$ cat config.mk
export PLATFORM = sky130hd
export DESIGN_NAME = error_status_register_bank
export DESIGN_NICKNAME = d
export VERILOG_FILES = /design/src/common/status_bank_pkg.sv /design/src/status_word_builder.sv /design/src/error_status_register_bank.sv
export VERILOG_INCLUDE_DIRS = /design/src /design/src/common
export SDC_FILE = /design/constraint.sdc
export NUM_CORES = 1
export LEC_CHECK = 0
export ABC_AREA = 1
export BUFFER_PORTS_ARGS = -buffer_cell sky130_fd_sc_hd__clkbuf_2
export CORE_MARGIN = 4
export CORE_UTILIZATION = 48
export DETAILED_ROUTE_END_ITERATION = 16
export GPL_ROUTABILITY_DRIVEN = 0
export HOLD_SLACK_MARGIN = 0.08
export MAX_ROUTING_LAYER = met4
export PLACE_DENSITY = 0.93
export SLEW_MARGIN = 20
export SYNTH_ARGS = -nofsm -noshare
export SYNTH_HDL_FRONTEND = slang
export SYNTH_HIERARCHICAL = 1
export SYNTH_SLANG_ARGS = --single-unit
export TNS_END_PERCENT = 50
$ cat constraint.sdc
create_clock -name hclk -period 1.7 [get_ports hclk]
set_clock_uncertainty 0.1 [all_clocks]
set_input_delay 0.51 -clock hclk [delete_from_list [all_inputs] [get_ports hclk]]
set_output_delay 0.51 -clock hclk [all_outputs]
set_load 0.005 [all_outputs]
$ cat src/common/status_bank_map.svh
// Purpose: Offsets, field positions and reset values of the status bank
// Assumes: Word-aligned AHB-Lite register map, 32-bit data
// Notes: Printed offsets are not multiples of four; byte address is 4*index
`ifndef STATUS_BANK_MAP_SVH
`define STATUS_BANK_MAP_SVH

// ==========================================================
// Register indexes and address width
`define IDX_SUMMARY 4'h0
`define IDX_MEMFAULT 4'h1
`define IDX_CFGFAULT 4'h2
`define IDX_OPSTATUS 4'h3
`define IDX_CONTROL 4'h4
`define ADDR_BITS 3

// ==========================================================
// Summary word fields
`define SUM_DEVICE_ERR 0
`define SUM_CONFIG_ERR 1
`define SUM_CHANNEL_ERR 2
`define SUM_EXP_COMM_ERR 4
`define SUM_IO_ERR 10
`define SUM_LOWER_IO_ERR 11
`define SUM_IO_ALARM 12
`define SUM_LOWER_IO_ALARM 13
`define SUM_IO_NOTIFY 14

// ==========================================================
// Memory fault word fields
`define MEM_NONVOLATILE 4
`define MEM_CALIBRATION 5
`define MEM_SETTING 6
`define MEM_REGISTRATION 8
`define MEM_MODEL_DATA 9
`define MEM_MODEL_MISMATCH 12

// ==========================================================
// Expansion configuration fault word fields
`define CFG_UNDEFINED_UNIT 0
`define CFG_TOO_MANY 2
`define CFG_UNIT_FAILURE 3
`define CFG_CONN_FAULT 4
`define CFG_MAX_UNITS 4'h9

// ==========================================================
// Operating status and control
`define OP_RAMP_ACTIVE 30
`define CTL_FREEZE 0
`define RESET_STATUS 32'h0000_0000
`define RESET_CONTROL 32'h0000_0000

`endif

$ cat src/common/status_bank_pkg.sv
// Purpose: Types for the status bank
// Assumes: Map header gives the numbers
// Notes: Raw fault sources travel as three structs: memory, expansion and other status
`default_nettype none
package status_bank_pkg;

	typedef struct packed {
		logic nonvolatile;
		logic calibration;
		logic setting;
		logic registration;
		logic model_data;
		logic model_mismatch;
	} memory_faults_t;

	typedef struct packed {
		logic undefined_unit;
		logic [3:0] unit_count;
		logic unit_failure;
		logic conn_fault;
	} expansion_faults_t;

	typedef struct packed {
		logic channel_error;
		logic expansion_comm_error;
		logic io_error;
		logic lower_io_error;
		logic io_alarm;
		logic lower_io_alarm;
		logic io_notify;
		logic setpoint_ramp_active;
	} other_status_t;

	typedef struct packed {
		logic [15:0] summary;
		logic [15:0] memfault;
		logic [15:0] cfgfault;
		logic [31:0] opstatus;
	} status_words_t;

endpackage
`default_nettype wire

$ cat src/status_word_builder.sv
// Purpose: Packs raw fault sources into the status words
// Assumes: Sources are synchronous levels
// Notes: Purely combinational
`timescale 1ns/10ps
`default_nettype none
`include "status_bank_map.svh"

module status_word_builder
(
	input wire status_bank_pkg::memory_faults_t mem,
	input wire status_bank_pkg::expansion_faults_t exp,
	input wire status_bank_pkg::other_status_t oth,
	output status_bank_pkg::status_words_t words
);

	always_comb
	begin
		words = '0;
		words.memfault[`MEM_NONVOLATILE] = mem.nonvolatile;
		words.memfault[`MEM_CALIBRATION] = mem.calibration;
		words.memfault[`MEM_SETTING] = mem.setting;
		words.memfault[`MEM_REGISTRATION] = mem.registration;
		words.memfault[`MEM_MODEL_DATA] = mem.model_data;
		words.memfault[`MEM_MODEL_MISMATCH] = mem.model_mismatch;
		words.cfgfault[`CFG_UNDEFINED_UNIT] = exp.undefined_unit;
		words.cfgfault[`CFG_TOO_MANY] =
			(exp.unit_count > `CFG_MAX_UNITS);
		words.cfgfault[`CFG_UNIT_FAILURE] = exp.unit_failure;
		words.cfgfault[`CFG_CONN_FAULT] = exp.conn_fault;
		words.summary[`SUM_DEVICE_ERR] = |words.memfault;
		words.summary[`SUM_CONFIG_ERR] = |words.cfgfault;
		words.summary[`SUM_CHANNEL_ERR] = oth.channel_error;
		words.summary[`SUM_EXP_COMM_ERR] = oth.expansion_comm_error;
		words.summary[`SUM_IO_ERR] = oth.io_error;
		words.summary[`SUM_LOWER_IO_ERR] = oth.lower_io_error;
		words.summary[`SUM_IO_ALARM] = oth.io_alarm;
		words.summary[`SUM_LOWER_IO_ALARM] = oth.lower_io_alarm;
		words.summary[`SUM_IO_NOTIFY] = oth.io_notify;
		words.opstatus[`OP_RAMP_ACTIVE] = oth.setpoint_ramp_active;
	end

endmodule
`default_nettype wire

$ cat src/error_status_register_bank.sv
// Purpose: Read-only status word bank on an AHB-Lite slave
// Assumes: Fault sources are synchronous to hclk
// Notes: Zero wait states; writes to status words are ignored
//
// The implementer's own choice: the AHB-Lite register port.
`timescale 1ns/10ps
`default_nettype none
`include "status_bank_map.svh"

// Function
// - Operating status bit 30 is high exactly while a setpoint ramp runs.
// - Summary bit 0 flags any memory fault.
// - Summary bit 1 flags any expansion configuration fault.
// - Summary bit 2 flags an error in any control channel.
// - Summary bit 4 flags failed communication with an expansion unit.
// - Summary bit 10 flags a local input/output error.
// - Summary bit 11 flags an error reported by an expansion unit.
// - Summary bit 12 flags an active local input/output alarm.
// - Summary bit 13 flags an alarm in an expansion unit.
// - Summary bit 14 flags a pending input/output notification.
// - Memory fault word holds faults at bits 4, 5, 6, 8, 9 and 12.
// - Configuration fault bit 0 flags an unrecognised expansion unit.
// - Configuration fault bit 2 flags more than nine expansion units.
// - Configuration fault bit 3 flags a failed expansion unit.
// - Configuration fault bit 4 flags a registered unit gone silent.
module error_status_register_bank
(
	input wire logic hclk,
	input wire logic hresetn,
	input wire logic hsel,
	input wire logic [31:0] haddr,
	input wire logic [1:0] htrans,
	input wire logic hwrite,
	input wire logic [2:0] hsize,
	input wire logic [31:0] hwdata,
	input wire logic hready,
	output logic [31:0] hrdata,
	output logic hreadyout,
	output logic hresp,
	input wire status_bank_pkg::memory_faults_t mem_faults,
	input wire status_bank_pkg::expansion_faults_t exp_faults,
	input wire status_bank_pkg::other_status_t other_status
);

	status_bank_pkg::status_words_t live;
	logic [15:0] held_summary;
	logic [15:0] held_memfault;
	logic [15:0] held_cfgfault;
	logic [31:0] held_opstatus;
	logic [31:0] control;
	logic wr_pend;
	logic [`ADDR_BITS-1:0] wr_idx;
	logic [31:0] next_rdata;
	logic [`ADDR_BITS-1:0] idx;
	logic access;
	logic rd_take;
	logic wr_take;
	logic freeze;
	logic [31:0] sum_mask;
	logic [31:0] mem_mask;
	logic [31:0] cfg_mask;
	logic [31:0] op_mask;
	logic [31:0] ctl_mask;
	logic [31:0] rd_summary;
	logic [31:0] rd_memfault;
	logic [31:0] rd_cfgfault;
	logic [31:0] rd_opstatus;

	// ==========================================================
	// Status word assembly
	status_word_builder builder
	(
		.mem(mem_faults),
		.exp(exp_faults),
		.oth(other_status),
		.words(live)
	);

	// ==========================================================
	// Snapshot: control bit 0 freezes the words for coherent reads
	assign freeze = control[`CTL_FREEZE];

	always_ff @(posedge hclk or negedge hresetn)
	begin
		if (!hresetn)
			held_summary <= 16'h0000;
		else if (!freeze)
			held_summary <= live.summary;
	end

	always_ff @(posedge hclk or negedge hresetn)
	begin
		if (!hresetn)
			held_memfault <= 16'h0000;
		else if (!freeze)
			held_memfault <= live.memfault;
	end

	always_ff @(posedge hclk or negedge hresetn)
	begin
		if (!hresetn)
			held_cfgfault <= 16'h0000;
		else if (!freeze)
			held_cfgfault <= live.cfgfault;
	end

	always_ff @(posedge hclk or negedge hresetn)
	begin
		if (!hresetn)
			held_opstatus <= `RESET_STATUS;
		else if (!freeze)
			held_opstatus <= live.opstatus;
	end

	// ==========================================================
	// AHB-Lite slave
	assign access = hsel && hready && htrans[1];
	assign idx = haddr[`ADDR_BITS+1:2];
	assign hreadyout = 1'b1;
	assign hresp = 1'b0;
	assign rd_take = access && !hwrite;
	assign wr_take = access && hwrite;

	// ==========================================================
	// Read masks: only named bit positions ever reach the bus
	genvar b;
	generate
		for (b = 0; b < 32; b++)
		begin : g_mask
			assign sum_mask[b] = (b == `SUM_DEVICE_ERR) ||
				(b == `SUM_CONFIG_ERR) ||
				(b == `SUM_CHANNEL_ERR) ||
				(b == `SUM_EXP_COMM_ERR) ||
				(b == `SUM_IO_ERR) ||
				(b == `SUM_LOWER_IO_ERR) ||
				(b == `SUM_IO_ALARM) ||
				(b == `SUM_LOWER_IO_ALARM) ||
				(b == `SUM_IO_NOTIFY);
			assign mem_mask[b] = (b == `MEM_NONVOLATILE) ||
				(b == `MEM_CALIBRATION) ||
				(b == `MEM_SETTING) ||
				(b == `MEM_REGISTRATION) ||
				(b == `MEM_MODEL_DATA) ||
				(b == `MEM_MODEL_MISMATCH);
			assign cfg_mask[b] = (b == `CFG_UNDEFINED_UNIT) ||
				(b == `CFG_TOO_MANY) ||
				(b == `CFG_UNIT_FAILURE) ||
				(b == `CFG_CONN_FAULT);
			assign op_mask[b] = (b == `OP_RAMP_ACTIVE);
			assign ctl_mask[b] = (b == `CTL_FREEZE);
		end
	endgenerate

	// ==========================================================
	// Bus images of the words, unused positions forced to zero
	assign rd_summary = {16'h0000, held_summary} & sum_mask;
	assign rd_memfault = {16'h0000, held_memfault} & mem_mask;
	assign rd_cfgfault = {16'h0000, held_cfgfault} & cfg_mask;
	assign rd_opstatus = held_opstatus & op_mask;

	always_comb
	begin
		next_rdata = 32'h0000_0000;
		unique case ({1'b0, idx})
			`IDX_SUMMARY: next_rdata = rd_summary;
			`IDX_MEMFAULT: next_rdata = rd_memfault;
			`IDX_CFGFAULT: next_rdata = rd_cfgfault;
			`IDX_OPSTATUS: next_rdata = rd_opstatus;
			`IDX_CONTROL: next_rdata = control;
			default: next_rdata = 32'h0000_0000;
		endcase
	end

	always_ff @(posedge hclk or negedge hresetn)
	begin
		if (!hresetn)
			hrdata <= `RESET_STATUS;
		else if (rd_take)
			hrdata <= next_rdata;
	end

	always_ff @(posedge hclk or negedge hresetn)
	begin
		if (!hresetn)
		begin
			wr_pend <= 1'b0;
			wr_idx <= '0;
		end
		else
		begin
			wr_pend <= wr_take;
			wr_idx <= idx;
		end
	end

	// Only the control word is writable; status words drop writes
	always_ff @(posedge hclk or negedge hresetn)
	begin
		if (!hresetn)
			control <= `RESET_CONTROL;
		else if (wr_pend && ({1'b0, wr_idx} == `IDX_CONTROL))
			control <= hwdata & ctl_mask;
	end

endmodule
`default_nettype wire

==> flow_metrics.py, run 1 <==
metrics = {
    "outcome": {
        "status": "finished clean",
    },
    "clock_network": {
        "clock_latency_ns": 0.29,
        "cts_max_level": 2,
        "clkTransAtPathRegs_ns": 0.07,
        "cts.path.max_buffers": 2,
        "cts.sinks": 40,
        "numCtsBuffers": 5,
        "cts_tree": "yes",
        "cts_setup_buffers": 0,
        "cts_root_buf": "clkbuf_8",
    },
    "sta": {
        "hold_violations": 0,
        "timing.final.max_slew_violations": 0,
        "setup_viol": 0,
        "rsz0062_at_grt": "false",
        "min_period_ns": 1.41,
        "tns_ns": 0,
        "period_share_pct": 82.8,
        "hold_ws_ns": 0.327,
        "fin_ws_ns": 0.292,
        "timing.fmax_mhz": 710,
    },
    "power": {
        "leakage_nw": 1.13,
        "p_per_area_nw_per_um2": 1080,
        "internal_power_mw": 1.68,
        "power_mw": 2.28,
        "switching_share_pct": 26.1,
        "combPwrFrac_pct": 19.0,
        "p_sw_uw": 596,
        "clock_power_share_pct": 25.2,
        "vdd_drop_max_mv": 0.644,
        "p_seq_share_pct": 55.8,
    },
    "global_routing": {
        "use_met1_pct": 18.7,
        "globalRouteMet3Util_pct": 5.05,
        "overflow": 0,
        "antenna_found_initial": 0,
        "grt_pass1_wl_um": 5860,
        "grtUsageTotal_pct": 15.3,
        "use_met2_pct": 23.5,
        "grt_pass1_vias": 1230,
        "grt_max_degree": 24,
        "top_usage_layer": "met2",
    },
    "finish": {
        "area.growth.synth_to_final_pct": 8.74,
        "antenna_cells": 0,
        "stdcell_area_um2": 2100,
        "final_cells": 272,
        "drive_gt1_share_pct": 35.7,
        "nNetsFinal": 319,
        "fin_util_pct": 55.7,
    },
    "routing": {
        "vias": 1264,
        "drc": 0,
        "wl_per_cell_um": 12.4,
        "dr.pass1.iters": 4,
        "ant_nets": 0,
        "initialDrtViolationCount": 48,
        "wirelength_um": 3370,
        "vias_per_cell": 4.65,
    },
    "critical_path": {
        "cp.arrival_ns": 0.80,
        "path_buf_inv": 1,
        "critPathCaptureType": "output port",
        "crit_chain": "clkbuf_2",
        "critPathMaxStageDelay_ns": 0.39,
        "crit_path_top_delay_cell": "dfrtp_1",
        "path_depth": 1,
        "cp_top_family": "flip-flops",
        "crit_type": "reg -> out",
        "required_ns": 1.09,
        "crit_path_start_kind": "flip-flop",
        "r2r_cells": 2,
        "crit_path_max_fanout": 2,
    },
    "yosys": {
        "synth_cells": 191,
        "synth_area_per_cell_um2": 10.1,
        "synthesis.area_um2": 1930,
        "synth_warnings": 6,
    },
    "min_path": {
        "worstHoldPathCells": 1,
        "hold_path_class": "in -> reg",
    },
    "flow_run": {
        "drv_cap": 0,
    },
    "place": {
        "dp_cells": 264,
        "io_buffers": 44,
        "place_area_um2": 2010,
        "dp_slack_ns": 0.186,
        "dp_hpwl_um": 2610,
    },
    "die": {
        "initial_utilization_pct": 51.3,
        "dieArea_um2": 5110,
        "die_h_um": 71.5,
        "io_pins": 129,
        "core_region_area_um2": 3770,
        "die_w_um": 71.5,
        "rows": 22,
    },
}
state kept, by name, summed over array words and instances (netlist names):
signal	flops
wr_idx	3
hrdata	15
control	1
held_memfault	6
held_cfgfault	4
wr_pend	1
held_opstatus	1
held_summary	9
what timing repair did:
item / 4_1_cts / 5_1_grt
resized for setup: 0 / 0
hold buffers: 1 / 0
hold endpoints to repair: 9 / 0
power groups by stage:
stage / Sequential [mW] / Clock [mW] / Combinational, mW
2_1_floorplan: 1.26 / 0 / 0.340
3_3_place_gp: 1.28 / 0 / 0.421
3_5_place_dp: 1.29 / 0 / 0.438
4_1_cts: 1.27 / 0.594 / 0.441
5_1_grt: 1.30 / 0.635 / 0.489
6_report: 1.27 / 0.574 / 0.433
per-layer routing:
| layer | part of all wire (%) | vias to the layer above |
|---|---|---|
| met1 | 44 | 591 |
| met5 | 0 | - |
| met4 | 1.6 | 0 |
| li1 | - | 623 |
| met3 | 8.1 | 7 |
| met2 | 47 | 43 |
worst paths after layout:
path | endpoint | start | slack [ns]
min in group asynchronous | held_memfault[12]$_DFFE_PN0N_ | hresetn | 0.61
setup / recovery | hrdata[6] | hrdata[6]$_DFFE_PN0P_ | 0.29
max in group asynchronous | held_summary[14]$_DFFE_PN0N_ | hresetn | 0.42
hold / removal | wr_idx[1]$_DFF_PN0_ | haddr[3] | 0.33
hold reg to reg | hrdata[10]$_DFFE_PN0P_ | hrdata[10]$_DFFE_PN0P_ | 0.38
setup reg to reg | held_cfgfault[4]$_DFFE_PN0N_ | control[0]$_DFFE_PN0P_ | 0.48
cells in the final DEF, fill, tap and decap left out, types with 2 or more instances in the layout:
master and instances:
buf_4 3, clkbuf_2 44, clkbuf_8 5, conb_1 19
dfrtp_1 40, inv_1 8, mux2_2 20, nand2_1 48
nand3_1 15, nand4_1 3, nor2_1 7, nor3_2 3
o21ai_0 2
worst reg2reg max path: stages, from the launching register on:
cell,delay (ns)
dfrtp_1,0.34
buf_4,0.28
mux2_2,0.38
layout make-up:
class,count,area (µm²)
Clock inverter,1,5.00
Inverter,9,33.8
Fill cell,326,1670
Timing Repair Buffer,49,273
Sequential cell,40,1000
Multi-Input combinational cell,119,657
Tap cell,48,60.1
Clock buffer,6,72.6
Note: power is estimated with default switching activity, not from simulation.
==> inputs of run 2 (changes only) <==
- CORE_UTILIZATION: 48 -> 41
- PLACE_DENSITY: 0.93 -> 0.85
- clock period: 1.7 -> 1.2 ns (I/O delays scaled with it)
==> run 2 against run 1 <==
Effect of this change:
- critical path type unchanged
- flip-flop and latch count unchanged
- highest routed layer unchanged
- largest cell class unchanged
- clock-buffer cell count is 1 higher
- the flow now finishes with violations (negative setup slack)
- largest power group unchanged
- first-iteration DRC count shrank 10%
- core utilization down 5.3 points
- clock power increased by 59%
==> flow_metrics.py, run 2 (same netlist as run 1, synthesis figures left out) <==
metrics = {
    "outcome": {
        "status": "finished with violations",
        "violations": "negative setup slack",
    },
    "clock_network": {
        "clock_latency_ns": 0.29,
        "numCtsBuffers": 5,
        "cts.sinks": 40,
        "cts_root_buf": "clkbuf_8",
        "cts_tree": "yes",
        "cts_max_level": 2,
        "cts.path.max_buffers": 2,
        "clkTransAtPathRegs_ns": 0.08,
        "ctsResizeCount": 0,
    },
    "die": {
        "die_h_um": 76.7,
        "rows": 24,
        "io_pins": 129,
        "initial_utilization_pct": 43.5,
        "die_w_um": 76.7,
        "core_region_area_um2": 4440,
        "dieArea_um2": 5880,
    },
    "critical_path": {
        "crit_path_max_fanout": 2,
        "critPathMaxStageDelay_ns": 0.38,
        "crit_path_top_delay_cell": "dfrtp_1",
        "critPathCaptureType": "output port",
        "crit_path_start_kind": "flip-flop",
        "crit_chain": "clkbuf_2",
        "path_buf_inv": 1,
        "cp.arrival_ns": 0.79,
        "required_ns": 0.74,
        "cp_top_family": "flip-flops",
        "crit_type": "reg -> out",
    },
    "sta": {
        "hold_ws_ns": 0.180,
        "hold_violations": 0,
        "fin_ws_ns": -0.0530,
        "timing.fmax_mhz": 798,
        "setup_viol": 15,
        "rsz0062_at_grt": "true",
        "period_share_pct": 104,
        "timing.final.max_slew_violations": 0,
        "min_period_ns": 1.25,
    },
    "global_routing": {
        "overflow": 0,
        "grt_pass1_vias": 1367,
        "grt_max_degree": 41,
        "antenna_found_initial": 0,
        "grtUsageTotal_pct": 13.5,
        "grt_pass1_wl_um": 6070,
    },
    "power": {
        "p_per_area_nw_per_um2": 1530,
        "vdd_drop_max_mv": 0.763,
        "leakage_nw": 1.21,
    },
    "place": {
        "io_buffers": 44,
        "dp_hpwl_um": 2730,
        "place_area_um2": 2080,
    },
    "min_path": {
        "hold_path_class": "in -> reg",
    },
    "finish": {
        "drive_gt1_share_pct": 39.7,
        "antenna_cells": 0,
        "area.growth.synth_to_final_pct": 15.9,
        "nNetsFinal": 333,
        "stdcell_area_um2": 2240,
        "largest_register_ffs": 15,
        "top_regs": "hrdata (15), held_summary (9), held_memfault (6)",
        "layout_commonest_cell": "nand2_1",
        "regMostFlops": "hrdata",
        "mostFrequentLayoutCells": "nand2_1 (48), clkbuf_2 (44), dfrtp_1 (40), mux2_2 (20), conb_1 (19)",
        "layout.filler_cells": 411,
    },
    "flow_run": {
        "drv_cap": 0,
    },
    "routing": {
        "ant_nets": 0,
        "vias": 1338,
        "vias_per_cell": 4.60,
        "wirelength_um": 3630,
        "dr.pass1.iters": 4,
        "drc": 0,
        "wl_per_cell_um": 12.5,
        "initialDrtViolationCount": 43,
    },
}
[run 2: cell count changes in the layout (fill, tap and decap cells not counted), sizes merged]
cell | before | now
clkinv | 1 | 0
buf | 4 | 18
clkbuf | 50 | 51
clkinvlp | 0 | 1
[run 2: final timing paths]
check	slack [ns]	to	depth (start not counted)	from
max	-0.05	hrdata[0]	1	hrdata[0]$_DFFE_PN0P_
min	0.18	wr_idx[2]$_DFF_PN0_	1	haddr[4]
max reg2reg	0.07	held_cfgfault[0]$_DFFE_PN0N_	2	control[0]$_DFFE_PN0P_
min reg2reg	0.38	hrdata[5]$_DFFE_PN0P_	2	hrdata[5]$_DFFE_PN0P_
max in group asynchronous	0.33	hrdata[2]$_DFFE_PN0P_	3	hresetn
min in group asynchronous	0.47	held_summary[1]$_DFFE_PN0N_	3	hresetn
[run 2: repair_timing]
action | CTS | global route
hold buffers | 1 | 0
endpoints found under the hold margin | 40 | 0
setup endpoints to repair | 15 | 15
buffers inserted | 4 | 4
gates cloned | 0 | 0
[run 2: final cells by class]
type,count,area (µm²),area share [%]
inverter,9,33.8,1.51
clock inverter,1,7.51,0.335
multi-input combinational,119,657,29.3
tap,52,65.1,2.90
timing repair buffer,63,390,17.4
sequential,40,1000,44.7
clock buffer,7,86.3,3.85
[run 2: power breakdown]
group / switching [mW] / internal (mW) / leakage [nW] / total (mW)
sequential: 0.158 / 1.65 / 0.492 / 1.81
combinational: 0.290 / 0.412 / 0.674 / 0.702
clock: 0.449 / 0.467 / 0.0445 / 0.915
total: 0.896 / 2.53 / 1.21 / 3.42
[run 2: metal layers]
metal	vias to the layer above	GRT usage [%]	share of wire [%]
li1	649	-	-
met1	626	15.0	41
met2	54	21.9	49
met3	9	3.86	7.6
met4	0	7.43	2.9
met5	-	-	0
[run 2: through the flow]
stage / worst slack [ns] / TNS [ns] / utilization [%] / total power [mW] / std cells
4_1_cts: -0.0711 / -0.946 / 49.7 / 3.45 / 287
3_3_place_gp: -0.144 / -1.80 / 46.7 / 2.45 / 274
6_report: -0.0530 / -0.688 / 50.4 / 3.42 / 291
5_1_grt: -0.103 / -1.24 / 50.4 / 3.64 / 291
2_1_floorplan: 0.00836 / 0 / - / 2.27 / 208
3_5_place_dp: -0.167 / -2.11 / 46.7 / 2.50 / 274
==> inputs of run 3 (changes only) <==
- SETUP_SLACK_MARGIN: unset -> 0.3
==> run 3 against run 2 <==
Effect of this change:
- the run still ends with negative setup slack left
- clock power grew 22%
- first-iteration DRC count grew 93%
- hold slack lost 0.091 ns
- critical path depth is the same
- setup slack lost 0.023 ns
- sequential share of layout area shrank 4.4 points
- die area is the same
- global-route usage grew 0.24 points
- critical endpoint is now hrdata[14]
- highest routed layer unchanged
==> flow_metrics.py, run 3 (same netlist as run 1, synthesis figures left out) <==
metrics = {
    "routing": {
        "drc": 0,
        "ant_nets": 0,
        "dr.pass1.iters": 4,
        "initialDrtViolationCount": 83,
        "wirelength_um": 3920,
        "vias_per_cell": 4.55,
        "wl_per_cell_um": 13.3,
        "vias": 1339,
    },
    "clock_network": {
        "cts.path.max_buffers": 2,
        "cts_root_buf": "clkbuf_8",
        "numCtsBuffers": 5,
        "cts_max_level": 2,
        "clock_latency_ns": 0.30,
        "cts_tree": "yes",
        "cts.sinks": 40,
        "clkTransAtPathRegs_ns": 0.08,
    },
    "outcome": {
        "status": "finished with violations",
        "violations": "negative setup slack",
    },
    "finish": {
        "stdcell_area_um2": 2490,
        "top_regs": "hrdata (15), held_summary (9), held_memfault (6)",
        "layout_commonest_cell": "nand2_1",
        "drive_gt1_share_pct": 45.5,
        "nNetsFinal": 336,
        "final_cells": 294,
        "area.growth.synth_to_final_pct": 28.7,
        "fin_util_pct": 56.0,
        "largest_register_ffs": 15,
        "antenna_cells": 0,
        "layout.filler_cells": 376,
        "mostFrequentLayoutCells": "nand2_1 (44), dfrtp_1 (39), clkbuf_2 (39), mux2_4 (20), conb_1 (19)",
        "regMostFlops": "hrdata",
    },
    "global_routing": {
        "grt_max_degree": 41,
        "grtUsageTotal_pct": 13.8,
        "grt_pass1_wl_um": 6230,
        "overflow": 0,
        "grt_pass1_vias": 1278,
        "antenna_found_initial": 0,
    },
    "die": {
        "die_h_um": 76.7,
        "die_w_um": 76.7,
        "rows": 24,
        "core_region_area_um2": 4440,
        "initial_utilization_pct": 43.5,
        "dieArea_um2": 5880,
        "io_pins": 129,
    },
    "sta": {
        "setup_viol": 15,
        "timing.final.max_slew_violations": 0,
        "hold_ws_ns": 0.0889,
        "tns_ns": -0.886,
        "timing.fmax_mhz": 784,
        "min_period_ns": 1.28,
        "period_share_pct": 106,
        "hold_violations": 0,
        "rsz0062_at_grt": "true",
        "fin_ws_ns": -0.0760,
    },
    "critical_path": {
        "cp_top_family": "flip-flops",
        "r2r_start": "control[0]$_DFFE_PN0P_",
        "critPathMaxStageDelay_ns": 0.40,
        "cp.arrival_ns": 0.82,
        "critPathCaptureType": "output port",
        "crit_start": "hrdata[14]$_DFFE_PN0P_",
        "crit_path_max_fanout": 2,
        "crit_path_top_delay_cell": "dfrtp_1",
        "crit_path_start_kind": "flip-flop",
        "path_buf_inv": 1,
        "crit_type": "reg -> out",
        "required_ns": 0.74,
        "crit_chain": "clkbuf_2",
    },
    "place": {
        "dp_cells": 273,
        "dp_hpwl_um": 2580,
        "io_buffers": 44,
        "dp_slack_ns": -0.0729,
        "place_area_um2": 2090,
    },
    "min_path": {
        "hold_path_class": "in -> async",
    },
    "power": {
        "power_mw": 3.93,
        "vdd_drop_max_mv": 1.04,
        "p_per_area_nw_per_um2": 1580,
        "leakage_nw": 1.38,
    },
    "flow_run": {
        "drv_cap": 0,
    },
}
[run 3: worst paths after layout]
kind                       slack (ns)  cells past startpoint                          end
hold / removal                   0.09                      3       hrdata[10]$_DFFE_PN0P_
setup / recovery                -0.08                      1                   hrdata[14]
max in group asynchronous        0.70                      3  held_summary[4]$_DFFE_PN0N_
min in group hclk                0.10                      1          wr_idx[0]$_DFF_PN0_
setup reg to reg                 0.04                      2  held_summary[2]$_DFFE_PN0N_
hold reg to reg                  0.37                      2        hrdata[5]$_DFFE_PN0P_
[run 3: area by class of cell]
type	count	area (µm²)	share of cell area (%)
timing repair buffer	66	490	19.7
tap	52	65.1	2.62
clock inverter	3	46.3	1.86
inverter	9	36.3	1.46
multi-input combinational	119	778	31.3
clock buffer	5	68.8	2.77
sequential	40	1000	40.3
[run 3: where the power goes]
part           switching (mW)  total [mW]  internal (mW)
registers               0.189        1.84           1.65
logic                   0.355       0.973          0.618
clock network           0.491        1.12          0.626
total                    1.03        3.93           2.89
[run 3: timing repair]
action                                  CTS  global route
endpoints found under the setup margin   41            73
buffers inserted                          7             4
cloned                                    0             1
hold endpoints to repair                 40             0
hold buffers                              1             0
pin swaps                                 9            12
resized for setup                        30            17
[run 3: per-layer routing]
layer	share of wire, %	global-route usage (%)
met4	1.4	5.43
met5	0	-
met2	48	20.0
met3	5.2	3.40
met1	46	18.4
